### config.mk
export PLATFORM = sky130hd
export DESIGN_NAME = rnh_ctrl
export DESIGN_NICKNAME = d
export VERILOG_FILES = /design/src/rtl/rnh_pkg.sv /design/src/rtl/rnh_ctrl.sv /design/src/rtl/rnh_fifo.sv
export SDC_FILE = /design/constraint.sdc
export NUM_CORES = 1
export LEC_CHECK = 0
export ABC_AREA = 1
export BUFFER_PORTS_ARGS = -buffer_cell sky130_fd_sc_hd__buf_4
export CAP_MARGIN = 10
export CORE_ASPECT_RATIO = 1.5
export CORE_MARGIN = 2
export CORE_UTILIZATION = 55
export DETAILED_ROUTE_END_ITERATION = 16
export GPL_TIMING_DRIVEN = 0
export HOLD_SLACK_MARGIN = 0.12
export PLACE_DENSITY = 0.77
export SETUP_SLACK_MARGIN = 0.1
export SYNTH_ARGS = -nofsm -noshare
export SYNTH_HDL_FRONTEND = slang
export SYNTH_SLANG_ARGS = --single-unit
export TNS_END_PERCENT = 30
### constraint.sdc
create_clock -name clk_sys -period 6.9 [get_ports clk_sys]
set_input_delay 0.345 -clock clk_sys [delete_from_list [all_inputs] [get_ports clk_sys]]
set_output_delay 0.345 -clock clk_sys [all_outputs]
set_load 0.1 [all_outputs]
### src/rtl/rnh_pkg.sv
/*
 * constants shared by the noise readout controller, its chip model and bench.
 * assumes a 125 MHz system clock and a spi-strapped noise chip.
 */
package rnh_pkg;
  // ==========================================================
  // clock and link timing
  localparam int CLK_NS = 8;
  localparam int SPI_HALF_NS = 40;
  localparam int SPI_DIV_CYC = (SPI_HALF_NS + CLK_NS - 1) / CLK_NS;
  localparam int TAMPER_WAIT_US = 10;
  localparam int TAMPER_WAIT_CYC = TAMPER_WAIT_US * 1000 / CLK_NS;

  // ==========================================================
  // command bytes and status fields (values arbitrary)
  localparam logic [7:0] CMD_STATUS = 8'h05;
  localparam logic [7:0] CMD_READ = 8'h0b;
  localparam logic [7:0] CMD_DUMMY = 8'h00;
  localparam logic [7:0] FRAME_HDR = 8'ha5;
  localparam int STAT_RDY_BIT = 0;
  localparam int STAT_FAIL_BIT = 1;
  localparam int INIT_LEN = 4;
  localparam logic [7:0] INIT_SEQ [INIT_LEN] = '{8'h01, 8'h20, 8'h31, 8'h7e};

  // ==========================================================
  // frame and health-check figures
  localparam int FRAME_BYTES = 16;
  localparam int DISCARD_BYTES = 4000;
  localparam int DISCARD_FRAMES = DISCARD_BYTES / FRAME_BYTES;
  localparam int MAX_RETRY = 3;
  localparam logic [4:0] RUN_CUT = 5'h15;
  localparam int WIN_LEN = 512;
  localparam logic [8:0] WIN_CUT = 9'hf8;
  localparam int FIFO_DEPTH = 8;

  // ==========================================================
  // error codes
  typedef enum logic [2:0] {
    ERR_NONE = 3'h0,
    ERR_TAMPER = 3'h1,
    ERR_READ = 3'h2,
    ERR_DEVICE = 3'h3,
    ERR_RUN = 3'h4,
    ERR_WINDOW = 3'h5
  } rnh_err_t;
endpackage : rnh_pkg

### src/rtl/rnh_ctrl.sv
/*
 * host-side controller for a raw quantum noise chip on spi.
 * checks the tamper link, initialises the chip, polls ready status,
 * reads 16-byte frames, validates them, runs the run-length and
 * window-proportion checks, discards start-up data and buffers the rest.
 * assumes the chip is strapped for spi, mode 0, msb first.
 */
`timescale 1ns/1ps
`default_nettype none
// Summary of operation
// device packs two-bit samples into bytes
// device outputs full-range 8-bit bytes
// fifo fill and spi drain run independently
// read only after status shows ready
// each fetch collects exactly sixteen bytes
// only valid-format frames reach health checks
// retry failed reads, then critical error
// device picks spi or i2c by strap
// sample mode bypasses internal conditioning
// send init sequence before expecting data
// device self-calibrates emitter and exposure
// calibration failure puts device in failure
// check then discard about 4000 start bytes
// run check fails at 21 repeats
// window of 512 fails at 248 hits
// health failure: error, halt, request reboot
// device swaps to standby emitter
// discard samples of restart health tests
// tamper link failure gives tamper error
// run count restarts at one on change
// window reference is its first sample
module rnh_ctrl import rnh_pkg::*; #(
  parameter int SPI_DIV = SPI_DIV_CYC,
  parameter int DISCARD = DISCARD_FRAMES,
  parameter int RETRIES = MAX_RETRY
) (
  input wire logic clk_sys,
  input wire logic resetn,
  input wire logic restart,
  input wire logic tamper_ok,
  output logic spi_sclk,
  output logic spi_cs_n,
  output logic spi_mosi,
  input wire logic spi_miso,
  output logic [7:0] noise_data,
  output logic noise_valid,
  input wire logic noise_ready,
  output logic svc_ready,
  output logic [2:0] err_code,
  output logic reboot_req
);
  localparam int DW = $clog2(DISCARD + 1);
  localparam int RW = $clog2(RETRIES + 1);
  localparam int TW = $clog2(TAMPER_WAIT_CYC);
  localparam int WW = $clog2(WIN_LEN);
  localparam int DVW = $clog2(SPI_DIV);

  // ==========================================================
  // parameter checks
  if (SPI_DIV < 2 || DISCARD < 1 || RETRIES < 1) begin : g_bad_param
    $error("rnh_ctrl: divider >= 2, discard >= 1, retries >= 1 required");
  end

  typedef enum logic [3:0] {
    ST_TAMPER = 4'h0,
    ST_INIT = 4'h1,
    ST_POLL_CMD = 4'h2,
    ST_POLL_RSP = 4'h3,
    ST_READ_CMD = 4'h4,
    ST_READ_HDR = 4'h5,
    ST_READ_DATA = 4'h6,
    ST_GAP = 4'h7,
    ST_ERROR = 4'h8
  } rnh_state_t;

  rnh_state_t st_reg;
  rnh_state_t nxt_reg;
  logic [4:0] idx_reg;
  logic [TW-1:0] wait_reg;
  logic [RW-1:0] retry_reg;
  logic [DW-1:0] discard_reg;
  rnh_err_t err_reg;
  logic reboot_reg;
  logic cs_n_reg;
  logic [DVW-1:0] div_reg;
  logic tick;
  logic busy_reg;
  logic done_reg;
  logic phase_reg;
  logic sclk_reg;
  logic [2:0] bit_reg;
  logic [7:0] tx_sh_reg;
  logic [7:0] rx_sh_reg;
  logic [7:0] tx_byte;
  logic want;
  logic start;
  logic hv;
  logic hfail;
  logic run_hit;
  logic push;
  logic fifo_in_ready;
  logic [7:0] prev_reg;
  logic have_prev_reg;
  logic [4:0] run_reg;
  logic [4:0] run_next;
  logic [WW-1:0] widx_reg;
  logic [7:0] wref_reg;
  logic [8:0] wcnt_reg;
  logic [8:0] wcnt_next;

  // ==========================================================
  // spi bit-rate divider: one-cycle tick per half sclk period
  always_ff @(posedge clk_sys or negedge resetn) begin
    if (!resetn) begin
      div_reg <= '0;
    end else if (div_reg == DVW'(SPI_DIV - 1)) begin
      div_reg <= '0;
    end else begin
      div_reg <= div_reg + 1'b1;
    end
  end
  assign tick = div_reg == DVW'(SPI_DIV - 1);

  // ==========================================================
  // byte engine, mode 0: sample on rise, shift on fall
  always_comb begin
    unique case (st_reg)
      ST_INIT: tx_byte = INIT_SEQ[idx_reg[1:0]];
      ST_POLL_CMD: tx_byte = CMD_STATUS;
      ST_READ_CMD: tx_byte = CMD_READ;
      default: tx_byte = CMD_DUMMY;
    endcase
  end

  // host owns sclk, so a full fifo simply pauses between bytes
  assign want = !cs_n_reg && (st_reg inside {ST_INIT, ST_POLL_CMD,
    ST_POLL_RSP, ST_READ_CMD, ST_READ_HDR, ST_READ_DATA}) &&
    (st_reg != ST_READ_DATA || discard_reg != '0 || fifo_in_ready);
  assign start = want && !busy_reg && !done_reg && !restart;

  always_ff @(posedge clk_sys or negedge resetn) begin
    if (!resetn) begin
      busy_reg <= 1'b0;
      done_reg <= 1'b0;
      phase_reg <= 1'b0;
      sclk_reg <= 1'b0;
      bit_reg <= '0;
      tx_sh_reg <= '0;
      rx_sh_reg <= '0;
    end else begin
      done_reg <= 1'b0;
      if (restart) begin
        busy_reg <= 1'b0;
        sclk_reg <= 1'b0;
        phase_reg <= 1'b0;
      end else if (start) begin
        busy_reg <= 1'b1;
        phase_reg <= 1'b0;
        bit_reg <= '0;
        tx_sh_reg <= tx_byte;
      end else if (busy_reg && tick) begin
        if (!phase_reg) begin
          sclk_reg <= 1'b1;
          rx_sh_reg <= {rx_sh_reg[6:0], spi_miso};
          phase_reg <= 1'b1;
        end else begin
          sclk_reg <= 1'b0;
          phase_reg <= 1'b0;
          if (bit_reg == 3'h7) begin
            busy_reg <= 1'b0;
            done_reg <= 1'b1;
          end else begin
            bit_reg <= bit_reg + 1'b1;
            tx_sh_reg <= {tx_sh_reg[6:0], 1'b0};
          end
        end
      end
    end
  end
  assign spi_sclk = sclk_reg;
  assign spi_mosi = tx_sh_reg[7];

  // ==========================================================
  // health checks on validated bytes only
  assign hv = done_reg && st_reg == ST_READ_DATA;
  assign run_next = (have_prev_reg && rx_sh_reg == prev_reg) ?
    run_reg + 1'b1 : 5'h01;
  assign wcnt_next = (widx_reg == '0) ? 9'h001 :
    (rx_sh_reg == wref_reg) ? wcnt_reg + 1'b1 : wcnt_reg;
  assign run_hit = run_next == RUN_CUT;
  assign hfail = hv && (run_hit || wcnt_next == WIN_CUT);

  // counters start over after reset or an on-demand restart
  always_ff @(posedge clk_sys or negedge resetn) begin
    if (!resetn) begin
      prev_reg <= '0;
      have_prev_reg <= 1'b0;
      run_reg <= '0;
      widx_reg <= '0;
      wref_reg <= '0;
      wcnt_reg <= '0;
    end else if (restart) begin
      have_prev_reg <= 1'b0;
      run_reg <= '0;
      widx_reg <= '0;
      wcnt_reg <= '0;
    end else if (hv) begin
      prev_reg <= rx_sh_reg;
      have_prev_reg <= 1'b1;
      run_reg <= run_next;
      wcnt_reg <= wcnt_next;
      widx_reg <= widx_reg + 1'b1; // wraps at the window length
      if (widx_reg == '0) begin
        wref_reg <= rx_sh_reg;
      end
    end
  end

  // ==========================================================
  // sequencing: tamper, init, poll, read, validate, retry, error
  always_ff @(posedge clk_sys or negedge resetn) begin
    if (!resetn) begin
      st_reg <= ST_TAMPER;
      nxt_reg <= ST_POLL_CMD;
      idx_reg <= '0;
      wait_reg <= '0;
      retry_reg <= '0;
      discard_reg <= DW'(DISCARD);
      err_reg <= ERR_NONE;
      reboot_reg <= 1'b0;
    end else begin
      reboot_reg <= 1'b0;
      if (restart) begin
        st_reg <= ST_TAMPER;
        idx_reg <= '0;
        wait_reg <= '0;
        retry_reg <= '0;
        discard_reg <= DW'(DISCARD);
        err_reg <= ERR_NONE;
      end else if (hfail) begin
        st_reg <= ST_ERROR;
        err_reg <= run_hit ? ERR_RUN : ERR_WINDOW;
        reboot_reg <= 1'b1;
      end else begin
        unique case (st_reg)
          ST_TAMPER: begin
            if (tamper_ok) begin
              st_reg <= ST_INIT;
              idx_reg <= '0;
            end else if (wait_reg == TW'(TAMPER_WAIT_CYC - 1)) begin
              st_reg <= ST_ERROR;
              err_reg <= ERR_TAMPER;
              reboot_reg <= 1'b1;
            end else begin
              wait_reg <= wait_reg + 1'b1;
            end
          end
          ST_INIT: if (done_reg) begin
            if (idx_reg == 5'(INIT_LEN - 1)) begin
              idx_reg <= '0;
              st_reg <= ST_GAP;
              nxt_reg <= ST_POLL_CMD;
            end else begin
              idx_reg <= idx_reg + 1'b1;
            end
          end
          ST_POLL_CMD: if (done_reg) st_reg <= ST_POLL_RSP;
          ST_POLL_RSP: if (done_reg) begin
            if (rx_sh_reg[STAT_FAIL_BIT]) begin
              st_reg <= ST_ERROR;
              err_reg <= ERR_DEVICE;
              reboot_reg <= 1'b1;
            end else if (rx_sh_reg[STAT_RDY_BIT]) begin
              st_reg <= ST_READ_CMD;
            end else begin
              st_reg <= ST_GAP;
              nxt_reg <= ST_POLL_CMD;
            end
          end
          ST_READ_CMD: if (done_reg) st_reg <= ST_READ_HDR;
          ST_READ_HDR: if (done_reg) begin
            if (rx_sh_reg == FRAME_HDR) begin
              st_reg <= ST_READ_DATA;
              idx_reg <= '0;
            end else if (retry_reg == RW'(RETRIES)) begin
              st_reg <= ST_ERROR;
              err_reg <= ERR_READ;
              reboot_reg <= 1'b1;
            end else begin
              retry_reg <= retry_reg + 1'b1;
              st_reg <= ST_GAP;
              nxt_reg <= ST_POLL_CMD;
            end
          end
          ST_READ_DATA: if (done_reg) begin
            if (idx_reg == 5'(FRAME_BYTES - 1)) begin
              idx_reg <= '0;
              retry_reg <= '0;
              st_reg <= ST_GAP;
              nxt_reg <= ST_POLL_CMD;
              if (discard_reg != '0) begin
                discard_reg <= discard_reg - 1'b1;
              end
            end else begin
              idx_reg <= idx_reg + 1'b1;
            end
          end
          ST_GAP: if (tick) st_reg <= nxt_reg;
          ST_ERROR: ; // halted until restart or reboot
          default: st_reg <= ST_ERROR;
        endcase
      end
    end
  end

  // chip select deasserted outside transactions, settles before bytes
  always_ff @(posedge clk_sys or negedge resetn) begin
    if (!resetn) begin
      cs_n_reg <= 1'b1;
    end else begin
      cs_n_reg <= st_reg inside {ST_TAMPER, ST_GAP, ST_ERROR};
    end
  end
  assign spi_cs_n = cs_n_reg;

  // ==========================================================
  // output buffer and status
  assign push = hv && !hfail && discard_reg == '0;
  rnh_fifo #(.WIDTH(8), .DEPTH(FIFO_DEPTH)) u_fifo (
    .clk_sys(clk_sys),
    .resetn(resetn),
    .in_valid(push),
    .in_ready(fifo_in_ready),
    .in_data(rx_sh_reg),
    .out_valid(noise_valid),
    .out_ready(noise_ready),
    .out_data(noise_data)
  );
  assign svc_ready = discard_reg == '0 && st_reg != ST_ERROR;
  assign err_code = err_reg;
  assign reboot_req = reboot_reg;
endmodule : rnh_ctrl
`default_nettype wire

### src/rtl/rnh_fifo.sv
/*
 * small synchronous fifo with valid/ready on both sides.
 * assumes one clock and an active-low asynchronous reset.
 */
`timescale 1ns/1ps
`default_nettype none
module rnh_fifo #(
  parameter int WIDTH = 8,
  parameter int DEPTH = 8
) (
  input wire logic clk_sys,
  input wire logic resetn,
  input wire logic in_valid,
  output logic in_ready,
  input wire logic [WIDTH-1:0] in_data,
  output logic out_valid,
  input wire logic out_ready,
  output logic [WIDTH-1:0] out_data
);
  localparam int AW = $clog2(DEPTH);

  // ==========================================================
  // parameter check: pointers wrap naturally only at powers of two
  if (DEPTH < 2 || (1 << AW) != DEPTH) begin : g_bad_depth
    $error("rnh_fifo depth must be a power of two, at least 2");
  end

  logic [WIDTH-1:0] mem [DEPTH];
  logic [AW:0] wptr_reg;
  logic [AW:0] rptr_reg;
  logic do_push;
  logic do_pop;

  // full when pointers differ only in the wrap bit
  assign in_ready = (wptr_reg ^ rptr_reg) != {1'b1, {AW{1'b0}}};
  assign out_valid = wptr_reg != rptr_reg;
  assign out_data = mem[rptr_reg[AW-1:0]];
  assign do_push = in_valid && in_ready;
  assign do_pop = out_valid && out_ready;

  // storage has no reset; only pointers need a defined value
  always_ff @(posedge clk_sys) begin
    if (do_push) begin
      mem[wptr_reg[AW-1:0]] <= in_data;
    end
  end

  // pointer update
  always_ff @(posedge clk_sys or negedge resetn) begin
    if (!resetn) begin
      wptr_reg <= '0;
      rptr_reg <= '0;
    end else begin
      if (do_push) begin
        wptr_reg <= wptr_reg + 1'b1;
      end
      if (do_pop) begin
        rptr_reg <= rptr_reg + 1'b1;
      end
    end
  end
endmodule : rnh_fifo
`default_nettype wire

======== After elaboration in Yosys (flattened, before gate mapping) ========
Memories as Yosys holds them, arrays and structs flattened.
Index checks and enable logic that the tools add are counted.
storage, ports and cells
  bits in latches ......................... 0
  input port bits ......................... 6
  memory bits (read-only) ................. 0
  memories kept ........................... 1
  memory bits (writable) .................. 64
  logic and storage cells ................. 284
  output and inout port bits .............. 17
  register bits after elaboration ......... 113
operators by class
  div/mod/pow operators ................... 0
  order comparisons ....................... 1
  add/subtract/negate cells ............... 11
  bitwise operators ....................... 6
  equality and inequality tests ........... 62
  shift operators ......................... 0
  multiply operators ...................... 0
  muxes and demuxes ....................... 121
  reductions and logical operators ........ 57
memories
  memory      depth  width  read ports  clocked after Yosys merged registers in  wr ports  line            source
  u_fifo.mem  8      8      1           0                                        1         rnh_fifo.sv:28  logic [WIDTH-1:0] mem [DEPTH];
operators with widths
  cell                                                                     number
  4-bit 2-to-1 mux                                                         26
  8-bit 2-to-1 mux                                                         12
  5-bit 2-to-1 mux                                                         12
  11-bit 2-to-1 mux                                                        5
  9-bit 2-to-1 mux                                                         6
  4-bit inequality test, second input constant                             13
  3-bit 2-to-1 mux                                                         14
  4-bit case mux with 9 select lines                                       1
  1-bit 2-to-1 mux                                                         30
  2-bit inequality test, second input constant                             13
  8-bit case mux with 3 select lines                                       1
  3-bit inequality test, second input constant                             7
  5-bit case mux with 4 select lines                                       1
  9-bit by 1-bit adder with 9-bit output, second input constant            2
  2-bit nonzero test                                                       9
  8-bit binary-select mux with 2-bit select                                1
  4-bit by 3-bit == test with 1-bit output, second input constant          4
  8-bit == test                                                            2
  2-bit 2-to-1 mux                                                         8
  4-bit by 3-bit inequality test with 1-bit output, second input constant  4
  4-bit case mux with 4 select lines                                       1
  3-bit nonzero test                                                       5
  1-bit logical AND                                                        14
  7-bit AND reduction                                                      2
  44 further kinds                                                         65

======== Logic depth before layout (Yosys ltp) ========
  word-level depth ........................ 12
  gate-level depth with buffers ........... 18
  depth with buffers taken out ............ 18

======== By module ========
A second synthesis with hierarchy kept.
unflattened totals
  cell total of the unflattened synthesis .. 1053
  area total of the unflattened synthesis .. 8949.8 sq um
modules (own cells, without submodules)
  module    area an instance (sq um)  cells each  instances  seq. area each (sq um)
  rnh_ctrl  5846.9                    769         1          2536.2
  rnh_fifo  3103.0                    284         1          2122.0

======== Worst setup path before layout ========
No wires, ideal clock.
  kind .................................... reg-to-output
  start point ............................. register discard_reg[0]
  end point ............................... output port svc_ready
  buffers on the path ..................... 0
  slack ................................... 3.468 ns
  stages on the path, launching flop included .. 6
  arrival time ............................ 3.087 ns
  data required time ...................... 6.555 ns
  path through ............................ dfrtp_1 inv_1 ha_1 nand2_1 or3_1 nor3_1
between the ends
  cells in the longest elaborated chain, start to end .. 2
ends and longest elaborated chain
  what                    line             source
  from (decl)             rnh_ctrl.sv:81   logic [DW-1:0] discard_reg;
  from (signal assigned)  rnh_ctrl.sv:228  discard_reg <= DW'(DISCARD);
  from (signal assigned)  rnh_ctrl.sv:238  discard_reg <= DW'(DISCARD);
  from (signal assigned)  rnh_ctrl.sv:302  discard_reg <= discard_reg - 1'b1;
  8-bit logical NOT       rnh_ctrl.sv:339  assign svc_ready = discard_reg == '0 && st_reg != ST_ERROR;
  1-bit logical AND       rnh_ctrl.sv:339
  to (decl)               rnh_ctrl.sv:48   output logic svc_ready,
Every way passes these cells.

======== Final worst setup path ========
  start point ............................. register rx_sh_reg[1]
  end point ............................... memory u_fifo.mem[4][4], enable pin
between the ends
  cells in the longest elaborated chain, start to end .. 12
  elaborated cells on any way between the ends .. 16
  classes of those cells .................. eq/ne (4); mux (5); reduce/logical (7)
ends and longest elaborated chain
  what                                                                       line                              source
  from (decl)                                                                rnh_ctrl.sv:93                    logic [7:0] rx_sh_reg;
  from (signal assigned)                                                     rnh_ctrl.sv:164                   rx_sh_reg <= {rx_sh_reg[6:0], spi_miso};
  8-bit == test, on equally long branches                                    rnh_ctrl.sv:189, rnh_ctrl.sv:186
  9-bit 2-to-1 mux or 1-bit logical AND (tied branches)                      rnh_ctrl.sv:189, rnh_ctrl.sv:186
  9-bit 2-to-1 mux or 5-bit 2-to-1 mux (tied branches)                       rnh_ctrl.sv:188, rnh_ctrl.sv:186
  9-bit by 8-bit == test with 1-bit output or 5-bit == test (tied branches)  rnh_ctrl.sv:191, rnh_ctrl.sv:190
  1-bit logical OR (*)                                                       rnh_ctrl.sv:191                   assign hfail = hv && (run_hit || wcnt_next == WIN_CUT);
  1-bit logical AND (*)                                                      rnh_ctrl.sv:191
  1-bit logical NOT (*)                                                      rnh_ctrl.sv:328                   assign push = hv && !hfail && discard_reg == '0;
  1-bit logical AND (*) (2 in series)                                        rnh_ctrl.sv:328
  1-bit logical AND (*)                                                      rnh_fifo.sv:38                    assign do_push = in_valid && in_ready;
  1-bit 2-to-1 mux (*)                                                       rnh_fifo.sv:43                    if (do_push) begin
  1-bit 2-to-1 mux (implied by the code) (*)                                 rnh_fifo.sv:44                    mem[wptr_reg[AW-1:0]] <= in_data;
  to (decl)                                                                  rnh_fifo.sv:28
Every way passes the cells marked *; elsewhere a longest branch is shown, timed or not.

==> out/metrics.csv <==
metric,value,unit
Iter 0 DRT Violations,539,
clock buffer depth,2,
Mapped Cells,994,
Rows,56,
initial core utilization,0.559,
Synth cell types,50,
Slew headroom,0.193,
final worst slack,3220,ps
DR WL/cell,15.6,um
Num CTS Buffers,17,
synthesized cell area,0.00870,mm2
Synth top area share,0.293,
routed wire length,19500,um
DR vias,6906,
post_cts resized,0,
WL met3,763,um
Max Used Layer,met4,
list of most frequent post-synthesis cells,"203 x nand2_1, 125 x nor2_1, 102 x dfrtp_1",
Final Setup Violations,0,
CTS tree,built,
min-delay worst type,input port to flip-flop,
reg2reg path depth,16,
Final Hold Fails,0,
"EDFF count, synth",64,
Sum Neg Setup Slack,0,ps
Min Hold Slack,225,ps
RSZ-0062 raised after global routing,no,
Hold Crit Start,spi_miso,
DP HPWL,14000,um
pin count of the biggest net entering global routing,70,
post-synthesis sequential area ratio,0.535,
Final ANT Viol Nets,0,
r2r endpoint,u_fifo.mem[4][4]$_DFFE_PP_,
Required @ worst endpoint,6940,ps
clk_lat worst skew,430,ps
run status,"complete, no violations",
IO Count,23,
Tmin final,3680,ps
leading area contributor after synthesis,dfrtp_1,
Die Y,158,um
"Slew Viols, Final",0,
Ys Warns,0,
die area,0.0169,mm2
All-Layer GR Usage,0.241,
reg-to-reg setup timing slack,3220,ps
worst-path maximum fanout,15,
Layout Cell Area excl Fill,0.00970,mm2
clock sinks,173,
Worst Hold End,rx_sh_reg[0]$_DFFE_PN0P_,
Filler cells,1278,
first-pass GRT wire length,31500,um
GRT overflow,0,
Layout Nets,1066,
max reg flops,64,
root buf cell,clkbuf_16,
"count leader, synth",nand2_1,
fmax,272,MHz
synthesized flop and latch total,173,
"Cell Area, Placed",0.00916,mm2
Non-Filler Instances,1256,
DR vias/cell,5.50,
Placed Cells,1221,
critical path class,flip-flop to flip-flop,
Max Cap Violations,0,
post-route clock period utilization,0.533,
CP Data Arrival Time,3720,ps
M1 WL,7710,um
Power Total,3.30,mW
drt pass-1 iters,5,
Final Skew,9.68,ps
PD cells,340,mW/mm2
core area,0.0156,mm2
gp weighted congestion,0.929,
Synth Area per Inst,8.75,um2
register area,0.00466,mm2
Setup WS pre-CTS,3180,ps
met2 wire len,10400,um
Worst-Margin Slew,1200,ps
vias in the first global route,6607,
asr flop ratio synth,0.630,
synth top area cells,"dfrtp_1 29%, edfxtp_1 22%, nand2_1 8.8%, o21ai_0 5.8%, nor2_1 5.4%",
drt drc,0,
Worst-path clk slew,70,ps
synthesis-to-layout area growth,11.5,%
Final Util,0.624,
hold depth,3,
peak supply drop,0.000374,V
antenna diode count,0,
reg-to-reg critical path startpoint,rx_sh_reg[1]$_DFFE_PN0P_,
ys flop type,dfrtp_1,
Post-Syn Nets,1020,
share of cells above drive strength 1,0.0988,
CTS H-tree lvls,4,
PortBufs,21,
Post-CTS Setup Inserts,0,
initial antenna violation count,0,
Worst Setup End Kind,flip-flop,
Die W,107,um
Multi-input gate area,0.00353,mm2
crit path launch type,flip-flop,
leakage power,4.20,nW
[kinds of logic after synthesis]
group           count (synthesis)  share of synthesized area
fa+ha+maj                      20                     0.0288
xor+xnor                       27                     0.0272
compound gates                187                      0.119
buf+inv                       134                     0.0598
flops                         173                      0.535
simple gates                  453                      0.230
[cell usage in the layout, fill, tap and decap left out, types with 13 or more instances in the layout]
master	instances
inv_1	95
clkbuf_1	23
nand2_1	203
nor3_1	23
o21ai_1	15
a21oi_1	27
edfxtp_1	64
nand3_1	45
nor2_1	125
ha_1	20
nand4_1	13
clkbuf_16	17
o21ai_0	100
o22ai_1	14
buf_4	21
xor2_1	18
dfrtp_1	102
[where the power goes]
part | total (mW) | internal (mW) | switching, mW
sequential | 1.26 | 1.17 | 0.0929
clock | 0.868 | 0.460 | 0.408
combinational | 1.16 | 0.300 | 0.864
[worst max-delay path, stage by stage (launching register included)]
cell,delay [ps]
dfrtp_1,670
inv_2,130
nand2_1,90
nand2_1,50
nand2_1,180
nor2_4,80
nand2_4,120
clkinv_2,100
nand2_1,70
nand2_1,40
nand2_1,80
nor2_1,70
nand3_2,100
nand3_1,200
nor2_4,200
nand2_1,150
nor3_1,940
[routing by layer]
layer	GRT usage	vias to the layer above
met3	0.0424	52
li1	-	3427
met1	0.267	3250
met4	0.112	0
met5	0	-
met2	0.445	177
[repair_timing]
item | CTS | global route
setup endpoints to repair | 0 | 0
hold buffers | 1 | 0
hold endpoints to repair | 40 | 0
[cell type report]
class | instances | area share
inverter | 106 | 0.0411
clock inverter | 14 | 0.00967
multi-input combinational | 687 | 0.364
tap | 203 | 0.0262
sequential | 173 | 0.480
timing repair buffer | 27 | 0.0224
buffer | 28 | 0.0125
clock buffer | 18 | 0.0442
[worst max path at each step]
stage / start / slack (ps) / cells after the start / end
5_1_grt: rx_sh_reg[3]$_DFFE_PN0P_ / 2980 / 14 / u_fifo.mem[4][2]$_DFFE_PP_
4_1_cts: rx_sh_reg[0]$_DFFE_PN0P_ / 3160 / 13 / u_fifo.mem[1][0]$_DFFE_PP_
3_3_place_gp: rx_sh_reg[0]$_DFFE_PN0P_ / 3030 / 13 / u_fifo.mem[2][2]$_DFFE_PP_
3_5_place_dp: rx_sh_reg[0]$_DFFE_PN0P_ / 3180 / 13 / u_fifo.mem[1][5]$_DFFE_PP_
2_1_floorplan: discard_reg[0]$_DFFE_PN0P_ / 3470 / 5 / svc_ready
6_report: rx_sh_reg[1]$_DFFE_PN0P_ / 3220 / 16 / u_fifo.mem[4][4]$_DFFE_PP_
No activity file was read; power rests on OpenSTA's default activity.
